==> config.mk <==
export PLATFORM = sky130hd
export DESIGN_NAME = line_maint
export DESIGN_NICKNAME = d
export VERILOG_FILES = /design/src/core/line_maint.v
export VERILOG_INCLUDE_DIRS = /design/src /design/src/core
export SDC_FILE = /design/constraint.sdc
export NUM_CORES = 1
export LEC_CHECK = 0
export BUFFER_PORTS_ARGS = -buffer_cell sky130_fd_sc_hd__buf_2
export CAP_MARGIN = 30
export CORE_MARGIN = 2
export CORE_UTILIZATION = 65
export CTS_CLUSTER_DIAMETER = 150
export DETAILED_ROUTE_END_ITERATION = 10
export PLACE_DENSITY = 0.83
export SYNTH_ARGS = -nofsm -noshare
export SYNTH_HDL_FRONTEND = slang
export SYNTH_HIERARCHICAL = 1
export SYNTH_SLANG_ARGS = --single-unit
==> constraint.sdc <==
create_clock -name clk_i -period 4 [get_ports clk_i]
set_clock_uncertainty 0.05 [all_clocks]
set_input_delay 0.8 -clock clk_i [delete_from_list [all_inputs] [get_ports clk_i]]
set_output_delay 0.8 -clock clk_i [all_outputs]
set_load 0.01 [all_outputs]
==> src/core/line_maint_defs.vh <==
// Constants for the E1 channel maintenance block.
`ifndef LINE_MAINT_DEFS_VH
`define LINE_MAINT_DEFS_VH
`define ADR_CTRL0 4'h0
`define ADR_CTRL1 4'h1
`define ADR_STAT 4'h2
`define ADR_ERRCNT 4'h3
`define CHAN_STRIDE 4'h4
`define LOS_N_SHORT 12'h020
`define LOS_N_LONG 12'h800
`define LOS_M 6'h20
`define LOS_ZRUN_MAX 5'h10
`define LOS_MARK_MIN 6'h04
`define AIS_BLOCK 10'h200
`define AIS_ZMIN 2'h3
`define PRBS_WIN 7'h40
`define PRBS_ERR_MAX 7'h06
`define PAT_NORMAL 2'h0
`define PAT_ONES 2'h1
`define PAT_PRBS 2'h2
`define LOOP_NONE 2'h0
`define LOOP_ANALOG 2'h1
`define LOOP_DIGITAL 2'h2
`define LOOP_REMOTE 2'h3
`define ERRSEL_PRBS 2'h0
`define LEVEL_MAX_CODE 5'h0a
`define LEVEL_FIXED 5'h1f
`endif

==> src/core/line_maint.v <==
// E1 per-channel maintenance: loss, alarm, pattern, sequence check, loopback.
// Overview of operation
// - Declare loss after 32 or 2048 quiet pulse intervals, by criteria bit.
// - Clear loss after 32 good intervals from a pulse, density and zero-run checked.
// - Loss indicator high while declared; declaration raises a maskable interrupt.
// - Equalizer off uses fixed 800 mVpp declare, clear 200 mVpp higher.
// - Equalizer on takes declare level from code 0..10; other codes reserved.
// - Hardware mode forces equalizer off and fixed threshold only.
// - During loss, rx substitute bit sends all ones and master clock to system.
// - During loss, tx substitute bit sends all ones on line, master timed.
// - Loss detection and indicator keep working in every loopback mode.
// - Alarm detection only while clock recovery enabled; result in status bit.
// - Criteria 0: alarm on two blocks of 512 under 3 zeros; clear likewise.
// - Criteria 1: alarm on one 512-bit block under 3 zeros; clear likewise.
// - Pattern timed by transmit clock, or master clock when select bit set.
// - Pattern field: 00 normal or zeros, 01 ones, 10 sequence.
// - Hardware mode takes pattern selection from two pins, same codes.
// - Generate 2^15-1 sequence msb first, inverted when invert bit set.
// - Sync set at 6 or fewer errors per 64-bit window, cleared above 6.
// - Sync changes latch sticky bit by edge select; irq while sticky and enabled.
// - Count received sequence errors in 16 bits when error select is 00.
// - Analog loop routes transmit into receive while line stays driven.
// - Hardware loop pins 01 select analog loopback.
// - Hardware loop pins 10 select digital loopback.
// - Hardware loop pins 11 select remote loopback.
`timescale 1ns/1ps
`default_nettype none
`include "line_maint_defs.vh"
module line_maint_chan (
  input wire clk_i,
  input wire rst_i,
  input wire hw_mode_i,
  input wire [7:0] ctrl0_i,
  input wire [11:0] ctrl1_i,
  input wire sticky_clr_i,
  input wire cnt_clr_i,
  input wire [1:0] pat_pins_i,
  input wire [1:0] loop_pins_i,
  input wire tx_tick_i,
  input wire ref_tick_i,
  input wire rx_tick_i,
  input wire tx_data_i,
  input wire rx_above_decl_i,
  input wire rx_above_clr_i,
  input wire rx_data_i,
  input wire ref_clk_lvl_i,
  input wire rec_clk_lvl_i,
  output reg loss_q,
  output reg loss_irq_q,
  output reg ais_q,
  output reg sync_q,
  output reg sticky_q,
  output reg [15:0] err_cnt_q,
  output reg [1:0] loop_q,
  output reg [4:0] level_q,
  output reg line_data_q,
  output reg sys_data_q,
  output reg sys_clk_q
);
  // ctrl0: 0 criteria, 1 rx subst, 2 tx subst, 3 pat clk, 5:4 pattern, 6 invert, 7 cdr enable.
  // ctrl1: 4:0 level code, 5 eq on, 6 edge select, 7 irq en, 8 analog loop,
  // 9 digital loop, 10 remote loop, 11 error select low bit (bit 11 with 0 above).
  wire crit = ctrl0_i[0];
  wire pclk = ctrl0_i[3];
  wire eq_on = ctrl1_i[5] & ~hw_mode_i;
  wire [1:0] pat = hw_mode_i ? pat_pins_i : ctrl0_i[5:4];
  wire pat_tick = pclk ? ref_tick_i : tx_tick_i;
  reg [14:0] lfsr_q;
  reg [14:0] chk_q;
  reg [11:0] quiet_q;
  reg [5:0] good_q;
  reg [5:0] marks_q;
  reg [4:0] zrun_q;
  reg [9:0] blk_q;
  reg [1:0] zc_q;
  reg [1:0] bad_blk_q;
  reg [1:0] ok_blk_q;
  reg [6:0] win_q;
  reg [6:0] errs_q;
  reg sync_d;
  reg [1:0] loop_d;
  reg pat_bit;
  wire [11:0] decl_n = crit ? `LOS_N_LONG : `LOS_N_SHORT;
  wire gen_bit = lfsr_q[14] ^ ctrl0_i[6];
  wire chk_err = rx_data_i ^ ctrl0_i[6] ^ (chk_q[14] ^ chk_q[13]);
  wire blk_end = (blk_q == `AIS_BLOCK - 10'h001);
  // The block's last bit is not in zc_q yet, so it is counted in here.
  wire few_zero = (zc_q < `AIS_ZMIN - 2'h1) || (zc_q == `AIS_ZMIN - 2'h1 && rx_data_i);
  wire win_end = (win_q == `PRBS_WIN - 7'h01);
  always @* begin
    loop_d = `LOOP_NONE;
    if (hw_mode_i) begin
      loop_d = loop_pins_i;
    end else if (ctrl1_i[8]) begin
      loop_d = `LOOP_ANALOG;
    end else if (ctrl1_i[9]) begin
      loop_d = `LOOP_DIGITAL;
    end else if (ctrl1_i[10]) begin
      loop_d = `LOOP_REMOTE;
    end
    case (pat)
      `PAT_NORMAL: pat_bit = pclk ? 1'b0 : tx_data_i;
      `PAT_ONES: pat_bit = 1'b1;
      `PAT_PRBS: pat_bit = gen_bit;
      default: pat_bit = tx_data_i;
    endcase
    sync_d = sync_q;
    if (win_end) begin
      sync_d = ((errs_q + {6'h00, chk_err}) <= `PRBS_ERR_MAX);
    end
  end
  always @(posedge clk_i) begin
    if (rst_i) begin
      loss_q <= 1'b0;
      loss_irq_q <= 1'b0;
      ais_q <= 1'b0;
      sync_q <= 1'b0;
      sticky_q <= 1'b0;
      err_cnt_q <= 16'h0000;
      loop_q <= `LOOP_NONE;
      level_q <= `LEVEL_FIXED;
      line_data_q <= 1'b0;
      sys_data_q <= 1'b0;
      sys_clk_q <= 1'b0;
      lfsr_q <= 15'h7fff;
      chk_q <= 15'h0000;
      quiet_q <= 12'h000;
      good_q <= 6'h00;
      marks_q <= 6'h00;
      zrun_q <= 5'h00;
      blk_q <= 10'h000;
      zc_q <= 2'h0;
      bad_blk_q <= 2'h0;
      ok_blk_q <= 2'h0;
      win_q <= 7'h00;
      errs_q <= 7'h00;
    end else begin
      loop_q <= loop_d;
      level_q <= (eq_on && ctrl1_i[4:0] <= `LEVEL_MAX_CODE) ? ctrl1_i[4:0] : `LEVEL_FIXED;
      loss_irq_q <= 1'b0;
      // Loss runs on the receive path in every loop mode, so no loop term gates it.
      if (rx_tick_i) begin
        if (rx_above_decl_i) begin
          quiet_q <= 12'h000;
        end else if (quiet_q != decl_n) begin
          quiet_q <= quiet_q + 12'h001;
        end
        if (!loss_q && !rx_above_decl_i && quiet_q == decl_n - 12'h001) begin
          loss_q <= 1'b1;
          loss_irq_q <= ctrl1_i[7] | 1'b1;
        end
        zrun_q <= rx_above_clr_i ? 5'h00 : (zrun_q == `LOS_ZRUN_MAX ? zrun_q : zrun_q + 5'h01);
        if (!loss_q || (good_q == 6'h00 && !rx_above_clr_i) ||
            (zrun_q == `LOS_ZRUN_MAX - 5'h01 && !rx_above_clr_i)) begin
          good_q <= 6'h00;
          marks_q <= 6'h00;
        end else if (good_q == `LOS_M - 6'h01) begin
          good_q <= 6'h00;
          marks_q <= 6'h00;
          if ((marks_q + {5'h00, rx_above_clr_i}) >= `LOS_MARK_MIN) begin
            loss_q <= 1'b0;
            quiet_q <= 12'h000;
          end
        end else begin
          good_q <= good_q + 6'h01;
          marks_q <= marks_q + {5'h00, rx_above_clr_i};
        end
        if (ctrl0_i[7]) begin
          blk_q <= blk_end ? 10'h000 : blk_q + 10'h001;
          zc_q <= blk_end ? 2'h0 : ((!rx_data_i && zc_q != `AIS_ZMIN) ? zc_q + 2'h1 : zc_q);
          if (blk_end) begin
            bad_blk_q <= few_zero ? bad_blk_q + {1'b0, bad_blk_q != 2'h2} : 2'h0;
            ok_blk_q <= few_zero ? 2'h0 : ok_blk_q + {1'b0, ok_blk_q != 2'h2};
            if (few_zero && (crit || bad_blk_q != 2'h0)) begin
              ais_q <= 1'b1;
            end else if (!few_zero && (crit || ok_blk_q != 2'h0)) begin
              ais_q <= 1'b0;
            end
          end
        end else begin
          ais_q <= 1'b0;
          blk_q <= 10'h000;
          zc_q <= 2'h0;
        end
        chk_q <= {chk_q[13:0], rx_data_i ^ ctrl0_i[6]};
        win_q <= win_end ? 7'h00 : win_q + 7'h01;
        errs_q <= win_end ? 7'h00 : errs_q + {6'h00, chk_err};
        sync_q <= sync_d;
        if (ctrl1_i[11] == 1'b0 && chk_err && err_cnt_q != 16'hffff) begin
          err_cnt_q <= err_cnt_q + 16'h0001;
        end
        sys_data_q <= (loss_q && ctrl0_i[1]) ? 1'b1 : rx_data_i;
      end
      if (cnt_clr_i && !(rx_tick_i && chk_err)) begin
        err_cnt_q <= 16'h0000;
      end
      // Set wins over clear so a sync change in the clearing cycle is kept.
      if (rx_tick_i && (sync_d != sync_q) && (sync_d || ctrl1_i[6])) begin
        sticky_q <= 1'b1;
      end else if (sticky_clr_i) begin
        sticky_q <= 1'b0;
      end
      sys_clk_q <= (loss_q && ctrl0_i[1]) ? ref_clk_lvl_i : rec_clk_lvl_i;
      if (loss_q && ctrl0_i[2]) begin
        if (ref_tick_i) begin
          line_data_q <= 1'b1;
        end
      end else if (pat_tick) begin
        lfsr_q <= {lfsr_q[13:0], lfsr_q[14] ^ lfsr_q[13]};
        line_data_q <= pat_bit;
      end
    end
  end
endmodule
module line_maint (
  input wire clk_i,
  input wire rst_i,
  input wire [4:0] adr_i,
  input wire [31:0] dat_i,
  output reg [31:0] dat_o,
  input wire [3:0] sel_i,
  input wire we_i,
  input wire cyc_i,
  input wire stb_i,
  output reg ack_o,
  input wire hw_mode_i,
  input wire [3:0] pat_pins_i,
  input wire [3:0] loop_pins_i,
  input wire [1:0] tx_tick_i,
  input wire ref_tick_i,
  input wire [1:0] rx_tick_i,
  input wire [1:0] tx_data_i,
  input wire [1:0] rx_above_decl_i,
  input wire [1:0] rx_above_clr_i,
  input wire [1:0] rx_data_i,
  input wire ref_clk_lvl_i,
  input wire [1:0] rec_clk_lvl_i,
  output reg [1:0] loss_indicator_pin_o,
  output reg irq_o,
  output reg [1:0] line_data_o,
  output reg [1:0] sys_data_o,
  output reg [1:0] sys_clk_o,
  output reg [3:0] loop_mode_o
);
  reg [7:0] ctrl0_q [0:1];
  reg [11:0] ctrl1_q [0:1];
  reg [1:0] sticky_clr_q;
  reg [1:0] cnt_clr_q;
  reg [1:0] loss_seen_q;
  wire [1:0] loss;
  wire [1:0] loss_irq;
  wire [1:0] ais;
  wire [1:0] sync;
  wire [1:0] sticky;
  wire [31:0] cnt;
  wire [3:0] loop;
  wire [9:0] level;
  wire [1:0] ldat;
  wire [1:0] sdat;
  wire [1:0] sclk;
  wire ch = adr_i[4];
  wire [3:0] reg_sel = adr_i[3:0];
  wire req = cyc_i && stb_i && !ack_o;
  genvar g;
  generate
    for (g = 0; g < 2; g = g + 1) begin : chan
      line_maint_chan u_chan (
        .clk_i(clk_i), .rst_i(rst_i), .hw_mode_i(hw_mode_i),
        .ctrl0_i(ctrl0_q[g]), .ctrl1_i(ctrl1_q[g]),
        .sticky_clr_i(sticky_clr_q[g]), .cnt_clr_i(cnt_clr_q[g]),
        .pat_pins_i(pat_pins_i[2*g+1:2*g]), .loop_pins_i(loop_pins_i[2*g+1:2*g]),
        .tx_tick_i(tx_tick_i[g]), .ref_tick_i(ref_tick_i), .rx_tick_i(rx_tick_i[g]),
        .tx_data_i(tx_data_i[g]), .rx_above_decl_i(rx_above_decl_i[g]),
        .rx_above_clr_i(rx_above_clr_i[g]), .rx_data_i(rx_data_i[g]),
        .ref_clk_lvl_i(ref_clk_lvl_i), .rec_clk_lvl_i(rec_clk_lvl_i[g]),
        .loss_q(loss[g]), .loss_irq_q(loss_irq[g]), .ais_q(ais[g]), .sync_q(sync[g]),
        .sticky_q(sticky[g]), .err_cnt_q(cnt[16*g+15:16*g]), .loop_q(loop[2*g+1:2*g]),
        .level_q(level[5*g+4:5*g]), .line_data_q(ldat[g]), .sys_data_q(sdat[g]),
        .sys_clk_q(sclk[g])
      );
    end
  endgenerate
  always @(posedge clk_i) begin
    if (rst_i) begin
      ack_o <= 1'b0;
      dat_o <= 32'h00000000;
      ctrl0_q[0] <= 8'h80;
      ctrl0_q[1] <= 8'h80;
      ctrl1_q[0] <= 12'h000;
      ctrl1_q[1] <= 12'h000;
      sticky_clr_q <= 2'h0;
      cnt_clr_q <= 2'h0;
      loss_seen_q <= 2'h0;
      irq_o <= 1'b0;
      loss_indicator_pin_o <= 2'h0;
      line_data_o <= 2'h0;
      sys_data_o <= 2'h0;
      sys_clk_o <= 2'h0;
      loop_mode_o <= 4'h0;
    end else begin
      ack_o <= req;
      sticky_clr_q <= 2'h0;
      cnt_clr_q <= 2'h0;
      loss_indicator_pin_o <= loss;
      line_data_o <= ldat;
      sys_data_o <= sdat;
      sys_clk_o <= sclk;
      loop_mode_o <= loop;
      // Loss interrupt bit is masked by ctrl1 bit 7, the irq enable it shares with sticky; set wins over the read clear.
      loss_seen_q <= (loss_seen_q & ~(req && !we_i && reg_sel == `ADR_STAT ? (ch ? 2'h2 : 2'h1) :
        2'h0)) | (loss_irq & {ctrl1_q[1][7], ctrl1_q[0][7]});
      irq_o <= |(sticky & {ctrl1_q[1][7], ctrl1_q[0][7]}) || |loss_seen_q;
      dat_o <= 32'h00000000;
      if (req && we_i) begin
        if (reg_sel == `ADR_CTRL0 && sel_i[0]) begin
          ctrl0_q[ch] <= dat_i[7:0];
        end
        if (reg_sel == `ADR_CTRL1 && sel_i[0]) begin
          ctrl1_q[ch][7:0] <= dat_i[7:0];
        end
        if (reg_sel == `ADR_CTRL1 && sel_i[1]) begin
          ctrl1_q[ch][11:8] <= dat_i[11:8];
        end
        if (reg_sel == `ADR_STAT && sel_i[0] && dat_i[3]) begin
          sticky_clr_q[ch] <= 1'b1;
        end
        if (reg_sel == `ADR_ERRCNT) begin
          cnt_clr_q[ch] <= 1'b1;
        end
      end else if (req) begin
        case (reg_sel)
          `ADR_CTRL0: dat_o <= {24'h000000, ctrl0_q[ch]};
          `ADR_CTRL1: dat_o <= {20'h00000, ctrl1_q[ch]};
          `ADR_STAT: dat_o <= {19'h00000, level[5*ch+:5], loop[2*ch+:2], 1'b0,
            loss_seen_q[ch], sticky[ch], sync[ch], ais[ch], loss[ch]};
          `ADR_ERRCNT: dat_o <= {16'h0000, cnt[16*ch+:16]};
          default: dat_o <= 32'h00000000;
        endcase
      end
    end
  end
endmodule
`default_nettype wire

==> results.yml, run 1 <==
detailed_routing:
  dr.pass1.iters: 6
  drc: 0
  wl_mm: 34.1
  vias_per_cell: 5.99
  ant_nets: 0
  vias: 12013
  wl_per_cell_um: 17.0
  drt-initial-drc-count: 1144
power_and_ir_drop:
  ir_drop_uv: 384
  p_int_mw: 5.35
  p_seq_share_pct: 48.1
  p_per_area_nw_per_um2: 422
  p_leak_nw: 6.53
  p_sw_share_pct: 22.9
  p_sw_mw: 1.59
  power.total_mw: 6.95
  p_comb_share_pct: 6.2
  clockPowerShare_pct: 45.7
synthesis:
  syn-cell-area_um2: 14800
  synth_seq_cells: 316
  synth_top_cell_by_area: "dfxtp_1"
  synth_area_leaders: "dfxtp_1, edfxtp_1, mux2i_1, nor2_1, nand2_1"
  synth_top_area_share_pct: 37.4
  synth_flop_cell: "dfxtp_1"
  synth.distinct_cells: 85
  postSynthCellCount: 1633
  avgSynthCellArea_um2: 9.06
  ys_seq_area_share_pct: 45.5
  synthArstFlopShare_pct: 0
  yosys_warnings: 6
  synth_edf_count: 40
final_layout:
  layout_common_cells: "dfxtp_1, nor2_1, nand2_1"
  area_delta_synth_final_pct: 11.3
  drive_gt1_share_pct: 11.1
  nets: 1800
  layout_commonest_cell: "dfxtp_1"
  nFillCells: 1595
floorplan:
  die_h_um: 155
  start_util_pct: 65.7
  die_area_um2: 24000
  rows: 55
  fp.coreArea_um2: 22500
  num_io_pins: 117
  die_w_um: 155
critical_path:
  cpPeakStageDelay_ns: 0.57
  crit_path_start_kind: "register"
  path_cells: "xnor2_1 > xnor2_1 > ha_1 > ha_1 > and3_1 > nand3_1 > nand2_1 > o2111a_1 > mux2_2 > o21ai_1"
  crit_fanout: 5
  crit_buf_inv: 0
  worstPathRequired_ns: 4.40
  worstPathArrival_ns: 3.42
  cp-end-kind: "register"
  setup.worst_path.class: "reg -> reg"
  cp_slowest_cell: "xnor2_1"
  critPathTopFamily: "XOR/XNOR gates"
timing:
  period_needed_ns: 3.02
  rsz0062_at_grt: "false"
  fin_tns_setup_ns: 0
  layout_worst_path_cycle_share_pct: 75.5
  max_clock_freq_mhz: 331
  report.final.slew_viol_count: 0
  setup_viol: 0
  final-hold-violation-count: 0
  max-slew-margin-rel_pct: 33.5
  worstMarginPinSlew_ns: 0.995
global_routing:
  antenna_found_initial: 4
  grt-ovfl-total: 0
  top_usage_layer: "met2"
  grt_max_degree: 85
  grt_usage_pct: 28.6
  met3_usage_pct: 5.52
  met1_usage_pct: 36.6
  grt_use_met2_pct: 49.1
  grt_pass1_vias: 11455
  grt_pass1_wl_mm: 56.3
cts:
  clockBufferDepth: 3
  cts_resized: 0
  hold_buffers: 0
  cts_buffers: 34
  cts_tree: "done"
  htree_num_levels: 2
  clk_latency_ns: 0.52
  clock-sinks: 316
  post_cts_buffers: 0
  cts_root_buf: "clkbuf_16"
  clkTransAtPathRegs_ns: 0.06
worst_hold_path:
  hp-class: "reg -> reg"
job:
  maxCapViolations: 0
place:
  dp_hpwl_mm: 23.0
  numPortBuffers: 78
  gp_congestion: 0.920
run_status:
  status: "finished clean"
==> worst paths after layout <==
check | startpoint | end | slack (ns) | depth (start not counted)
worst min-delay path | chan[1].u_chan/sys_clk_q$_SDFF_PP0_ | sys_clk_o[1]$_SDFF_PP0_ | 0.39 | 1
worst max-delay path | ctrl0_q[1][6]$_SDFFCE_PN0P_ | chan[1].u_chan/sticky_q$_SDFFE_PP0P_ | 0.98 | 10
worst min register to register | chan[1].u_chan/sys_clk_q$_SDFF_PP0_ | sys_clk_o[1]$_SDFF_PP0_ | 0.39 | 1
worst max register to register | ctrl0_q[1][6]$_SDFFCE_PN0P_ | chan[1].u_chan/sticky_q$_SDFFE_PP0P_ | 0.98 | 10
==> synth_stat cells, types with 39 or more instances <==
library cell,n
a21oi_1,78
and2_1,42
dfxtp_1,276
xor2_1,44
nand3_1,64
mux2i_1,88
nand2_1,168
inv_1,47
clkbuf_1,49
edfxtp_1,40
nor2_1,202
nor3_1,39
==> metrics by stage <==
stage / util (%) / std cells / instance area, um^2 / hold slack, ns / setup WS, ns
2_1_floorplan: - / 1648 / 14800 / 0.364 / 1.19
3_3_place_gp: 68.1 / 1940 / 15300 / 0.368 / 0.716
3_5_place_dp: 68.1 / 1940 / 15300 / 0.380 / 0.623
4_1_cts: 73.1 / 2002 / 16500 / 0.395 / 1.01
5_1_grt: 73.1 / 2002 / 16500 / 0.423 / 0.866
6_report: 73.2 / 2006 / 16500 / 0.387 / 0.982
==> area by class of cell <==
cell class / instances / area [um^2] / share of cell area, %
inverter: 49 / 184 / 1.12
clock buffer: 49 / 1020 / 6.21
clock inverter: 13 / 119 / 0.722
sequential: 316 / 6730 / 40.9
timing repair buffer: 95 / 533 / 3.24
multi-input combinational: 1195 / 7510 / 45.6
antenna: 4 / 10.0 / 0.0608
tap: 285 / 357 / 2.17
==> power by group through the flow <==
stage	combinational, mW	sequential, mW	clock [mW]
2_1_floorplan	0.308	3.39	0
3_3_place_gp	0.407	3.40	0
3_5_place_dp	0.421	3.41	0
4_1_cts	0.427	3.34	3.21
5_1_grt	0.473	3.35	3.33
6_report	0.430	3.34	3.18
==> kinds of logic after synthesis <==
group           Yosys count  share of synthesized area [%]
mux                      93                           6.36
other cells               1                         0.0254
simple gates            725                           25.1
fa+ha+maj                38                           3.21
compound gates          247                           11.2
flops                   316                           45.5
buf+inv                 137                           4.09
xor+xnor                 76                           4.50
==> state kept, by name, summed over array words and instances, names as in the netlist, 4 cells and up <==
name / cells
chan.u_chan/loop_q: 4
chan.u_chan/err_cnt_q: 32
chan.u_chan/lfsr_q: 30
loop_mode_o: 4
chan.u_chan/good_q: 12
chan.u_chan/errs_q: 14
dat_o: 16
ctrl0_q: 16
chan.u_chan/chk_q: 30
ctrl1_q: 24
chan.u_chan/quiet_q: 24
chan.u_chan/ok_blk_q: 4
chan.u_chan/level_q: 10
chan.u_chan/win_q: 14
chan.u_chan/marks_q: 12
chan.u_chan/zc_q: 4
chan.u_chan/zrun_q: 10
chan.u_chan/bad_blk_q: 4
chan.u_chan/blk_q: 20
==> layer usage <==
| layer | vias up | part of all wire, % |
|---|---|---|
| met1 | 5695 | 42 |
| li1 | 5824 | - |
| met2 | 408 | 48 |
| met4 | 0 | 2.8 |
| met5 | - | 0 |
| met3 | 86 | 7.0 |
Power figures use the tool's default switching activity.
==> run 2, diff against run 1 <==
ABC_AREA = 1   (was unset)
CORE_UTILIZATION = 61   (was 65)
PLACE_DENSITY = 0.79   (was 0.83)
clock period = 2.8 ns   (was 4 ns; I/O delays follow)
==> run 2 against run 1 <==
Total power up 45%; synthesized cell count increased by 30%; routed wire length increased by 6.4%; sequential share of layout area down 2.0 points; worst setup slack lost 0.59 ns; via count rose by 14%; maximum frequency grew 25%; global-route usage is 1.9 points lower; highest routed layer is now met5; critical endpoint is now chan[0].u_chan/sticky_q$_SDFFE_PP0P_; clock-buffer cell count unchanged; register-to-register slack worse by 0.59 ns; combinational power up 71%; largest power group unchanged.
==> results.yml, run 2 <==
synthesis:
  synth_seq_cells: 316
  ys_seq_area_share_pct: 43.0
  synth.most_common_cell: "nand2_1"
  yosys_warnings: 6
  avgSynthCellArea_um2: 7.37
  synth_top_cell_by_area: "dfxtp_1"
  synth_top_area_share_pct: 35.3
  synth_common_cells: "nand2_1, dfxtp_1, nor2_1, inv_1, nand3_1"
  synth_area_leaders: "dfxtp_1, nand2_1, edfxtp_1, nor2_1, nand3_1"
  syn-cell-area_um2: 15600
  postSynthCellCount: 2122
  synth.distinct_cells: 62
  synthArstFlopShare_pct: 0
  synth_edf_count: 40
  synth_flop_cell: "dfxtp_1"
power_and_ir_drop:
  p_per_area_nw_per_um2: 584
  p_comb_share_pct: 7.3
  ir_drop_uv: 481
  clockPowerShare_pct: 45.0
  p_seq_share_pct: 47.7
  p_int_mw: 7.69
  p_leak_nw: 7.40
  p_sw_mw: 2.41
  p_sw_share_pct: 23.9
  power.total_mw: 10.1
critical_path:
  critPathTopFamily: "simple AND/OR/NAND/NOR gates"
  r2r_start: "ctrl0_q[0][6]$_SDFFCE_PN0P_"
  r2r_end: "chan[0].u_chan/sticky_q$_SDFFE_PP0P_"
  crit_fanout: 3
  worstPathArrival_ns: 2.74
  cp-end-kind: "register"
  setup.worst_path.class: "reg -> reg"
  crit_start: "ctrl0_q[0][6]$_SDFFCE_PN0P_"
  cp_slowest_cell: "edfxtp_1"
  crit_path_start_kind: "register"
  worst_r2r_path_depth: 15
  crit_path_frequent_cell: "nand2_1"
  endpoint: "chan[0].u_chan/sticky_q$_SDFFE_PP0P_"
  crit_buf_inv: 1
  path_cells: "xor2_1 > and2_4 > nor2_4 > inv_4 > ha_1 > ha_1 > nand2_1 > nor2_1 > nand2_1 > nand2_1 > nand2_1 > nor2_1 > nand3_1 > nand3_1 > a21oi_1"
  worstPathRequired_ns: 3.13
  cpPeakStageDelay_ns: 0.49
  r2r_setup_slack_ns: 0.39
  path_depth: 15
cts:
  cts_tree: "done"
  post_cts_buffers: 0
  clk_latency_ns: 0.52
  cts_buffers: 34
  clock-sinks: 316
  hold_buffers: 0
  clkTransAtPathRegs_ns: 0.06
  cts_resized: 0
  htree_num_levels: 2
  clockBufferDepth: 3
  cts_root_buf: "clkbuf_16"
timing:
  max_clock_freq_mhz: 415
  layout_worst_path_cycle_share_pct: 86.1
  final-hold-violation-count: 0
  report.final.slew_viol_count: 0
  worstMarginPinSlew_ns: 0.878
  max-slew-margin-rel_pct: 41.3
  worst_slack_ns: 0.390
  period_needed_ns: 2.41
  rsz0062_at_grt: "false"
  setup_viol: 0
  fin_tns_setup_ns: 0
place:
  gp_congestion: 0.927
  numPortBuffers: 78
  postPlaceCellArea_um2: 16200
  dp_hpwl_mm: 25.5
  placedCellCount: 2476
  dp_slack_ns: 0.193
final_layout:
  layout_common_cells: "nand2_1, dfxtp_1, nor2_1"
  layout_commonest_cell: "nand2_1"
  top_register: "chan.u_chan/err_cnt_q"
  nets: 2291
  reg_top3: "chan.u_chan/err_cnt_q: 32 flops, chan.u_chan/chk_q: 30 flops, chan.u_chan/lfsr_q: 30 flops"
  drive_gt1_share_pct: 10.6
  nFillCells: 2037
  fin_area_um2: 17300
  area_delta_synth_final_pct: 10.6
  final_cells: 2536
  largest_reg_flops: 32
run_status:
  status: "finished clean"
floorplan:
  fp.coreArea_um2: 25200
  rows: 58
  die_h_um: 164
  die_w_um: 164
  start_util_pct: 62.1
  die_area_um2: 26900
  num_io_pins: 117
detailed_routing:
  ant_nets: 0
  vias: 13655
  wl_per_cell_um: 14.3
  drt-initial-drc-count: 1265
  wl_mm: 36.3
  vias_per_cell: 5.38
  dr.pass1.iters: 5
  drc: 0
global_routing:
  grt_usage_pct: 26.7
  grt_max_degree: 60
  antenna_found_initial: 2
  grt-ovfl-total: 0
  grt_pass1_vias: 12551
  grt_pass1_wl_mm: 58.8
worst_hold_path:
  hp-class: "in -> reg"
job:
  maxCapViolations: 0
run 2: cell count changes after synthesis, moves of 22 or more:
cell | before | now
o21ai_0 | 22 | 77
mux2i_1 | 88 | 1
nor2_1 | 202 | 263
and2_1 | 42 | 1
nand3_1 | 64 | 167
nand3b_1 | 37 | 2
and3_1 | 24 | 2
nand2b_1 | 23 | 0
nand2_1 | 168 | 587
inv_1 | 47 | 185
a21oi_1 | 78 | 124
run 2: layout make-up:
cell class / count / area (um^2) / share of cell area, %
Multi-Input combinational cell: 1531 / 7680 / 44.4
Clock buffer: 49 / 1020 / 5.91
Antenna cell: 1 / 2.50 / 0.0145
Timing Repair Buffer: 101 / 591 / 3.42
Clock inverter: 10 / 113 / 0.651
Inverter: 198 / 747 / 4.32
Tap cell: 330 / 413 / 2.39
Sequential cell: 316 / 6730 / 38.9
run 2: power by group through the flow:
stage / logic, mW / registers [mW] / clock network, mW
finish: 0.734 / 4.82 / 4.55
global route: 0.822 / 4.83 / 4.77
CTS: 0.731 / 4.82 / 4.61
detailed placement: 0.724 / 4.92 / 0
global placement: 0.704 / 4.91 / 0
floorplan: 0.553 / 4.89 / 0
run 2: stage by stage:
step / utilization (%) / hold WS [ns]
after floorplan: - / 0.338
after global placement: 64.2 / 0.366
after detailed placement: 64.2 / 0.368
after CTS: 68.7 / 0.260
after global routing: 68.7 / 0.269
final: 68.7 / 0.267
run 2: cells by family after synthesis:
family / Yosys count / share of synthesized area (%)
xor gates and xnor gates: 76 / 4.35
AOI/OAI and AO/OA: 258 / 9.28
DFF: 316 / 43.0
adders and majority gates: 38 / 3.04
other: 1 / 0.0240
muxes: 2 / 0.136
buffers and inverters: 290 / 8.26
and+or+nand+nor: 1141 / 31.9
run 2: tightest hold or removal path, cell delays in order:
cell	delay (ns)
buf_2	0.10
nand2_1	0.06
a21oi_1	0.06
run 2: routing by layer:
metal / GRT usage (%) / wire (um) / up-vias
li1: - / - / 6908
met1: 34.5 / 15900 / 6285
met2: 45.4 / 17400 / 385
met3: 3.71 / 1960 / 75
met4: 9.85 / 1010 / 2
met5: 0 / 11 / -
run 2: worst min path at each step:
stage,startpoint,end,cells after the start
floorplan,chan[0].u_chan/sys_clk_q$_SDFF_PP0_,sys_clk_o[0]$_SDFF_PP0_,2
detailed placement,chan[1].u_chan/line_data_q$_SDFFE_PP0P_,line_data_o[1]$_SDFF_PP0_,2
global placement,chan[1].u_chan/sys_data_q$_SDFFE_PP0P_,sys_data_o[1]$_SDFF_PP0_,2
CTS,rec_clk_lvl_i[1],chan[1].u_chan/sys_clk_q$_SDFF_PP0_,3
finish,rec_clk_lvl_i[1],chan[1].u_chan/sys_clk_q$_SDFF_PP0_,3
global route,rec_clk_lvl_i[1],chan[1].u_chan/sys_clk_q$_SDFF_PP0_,3
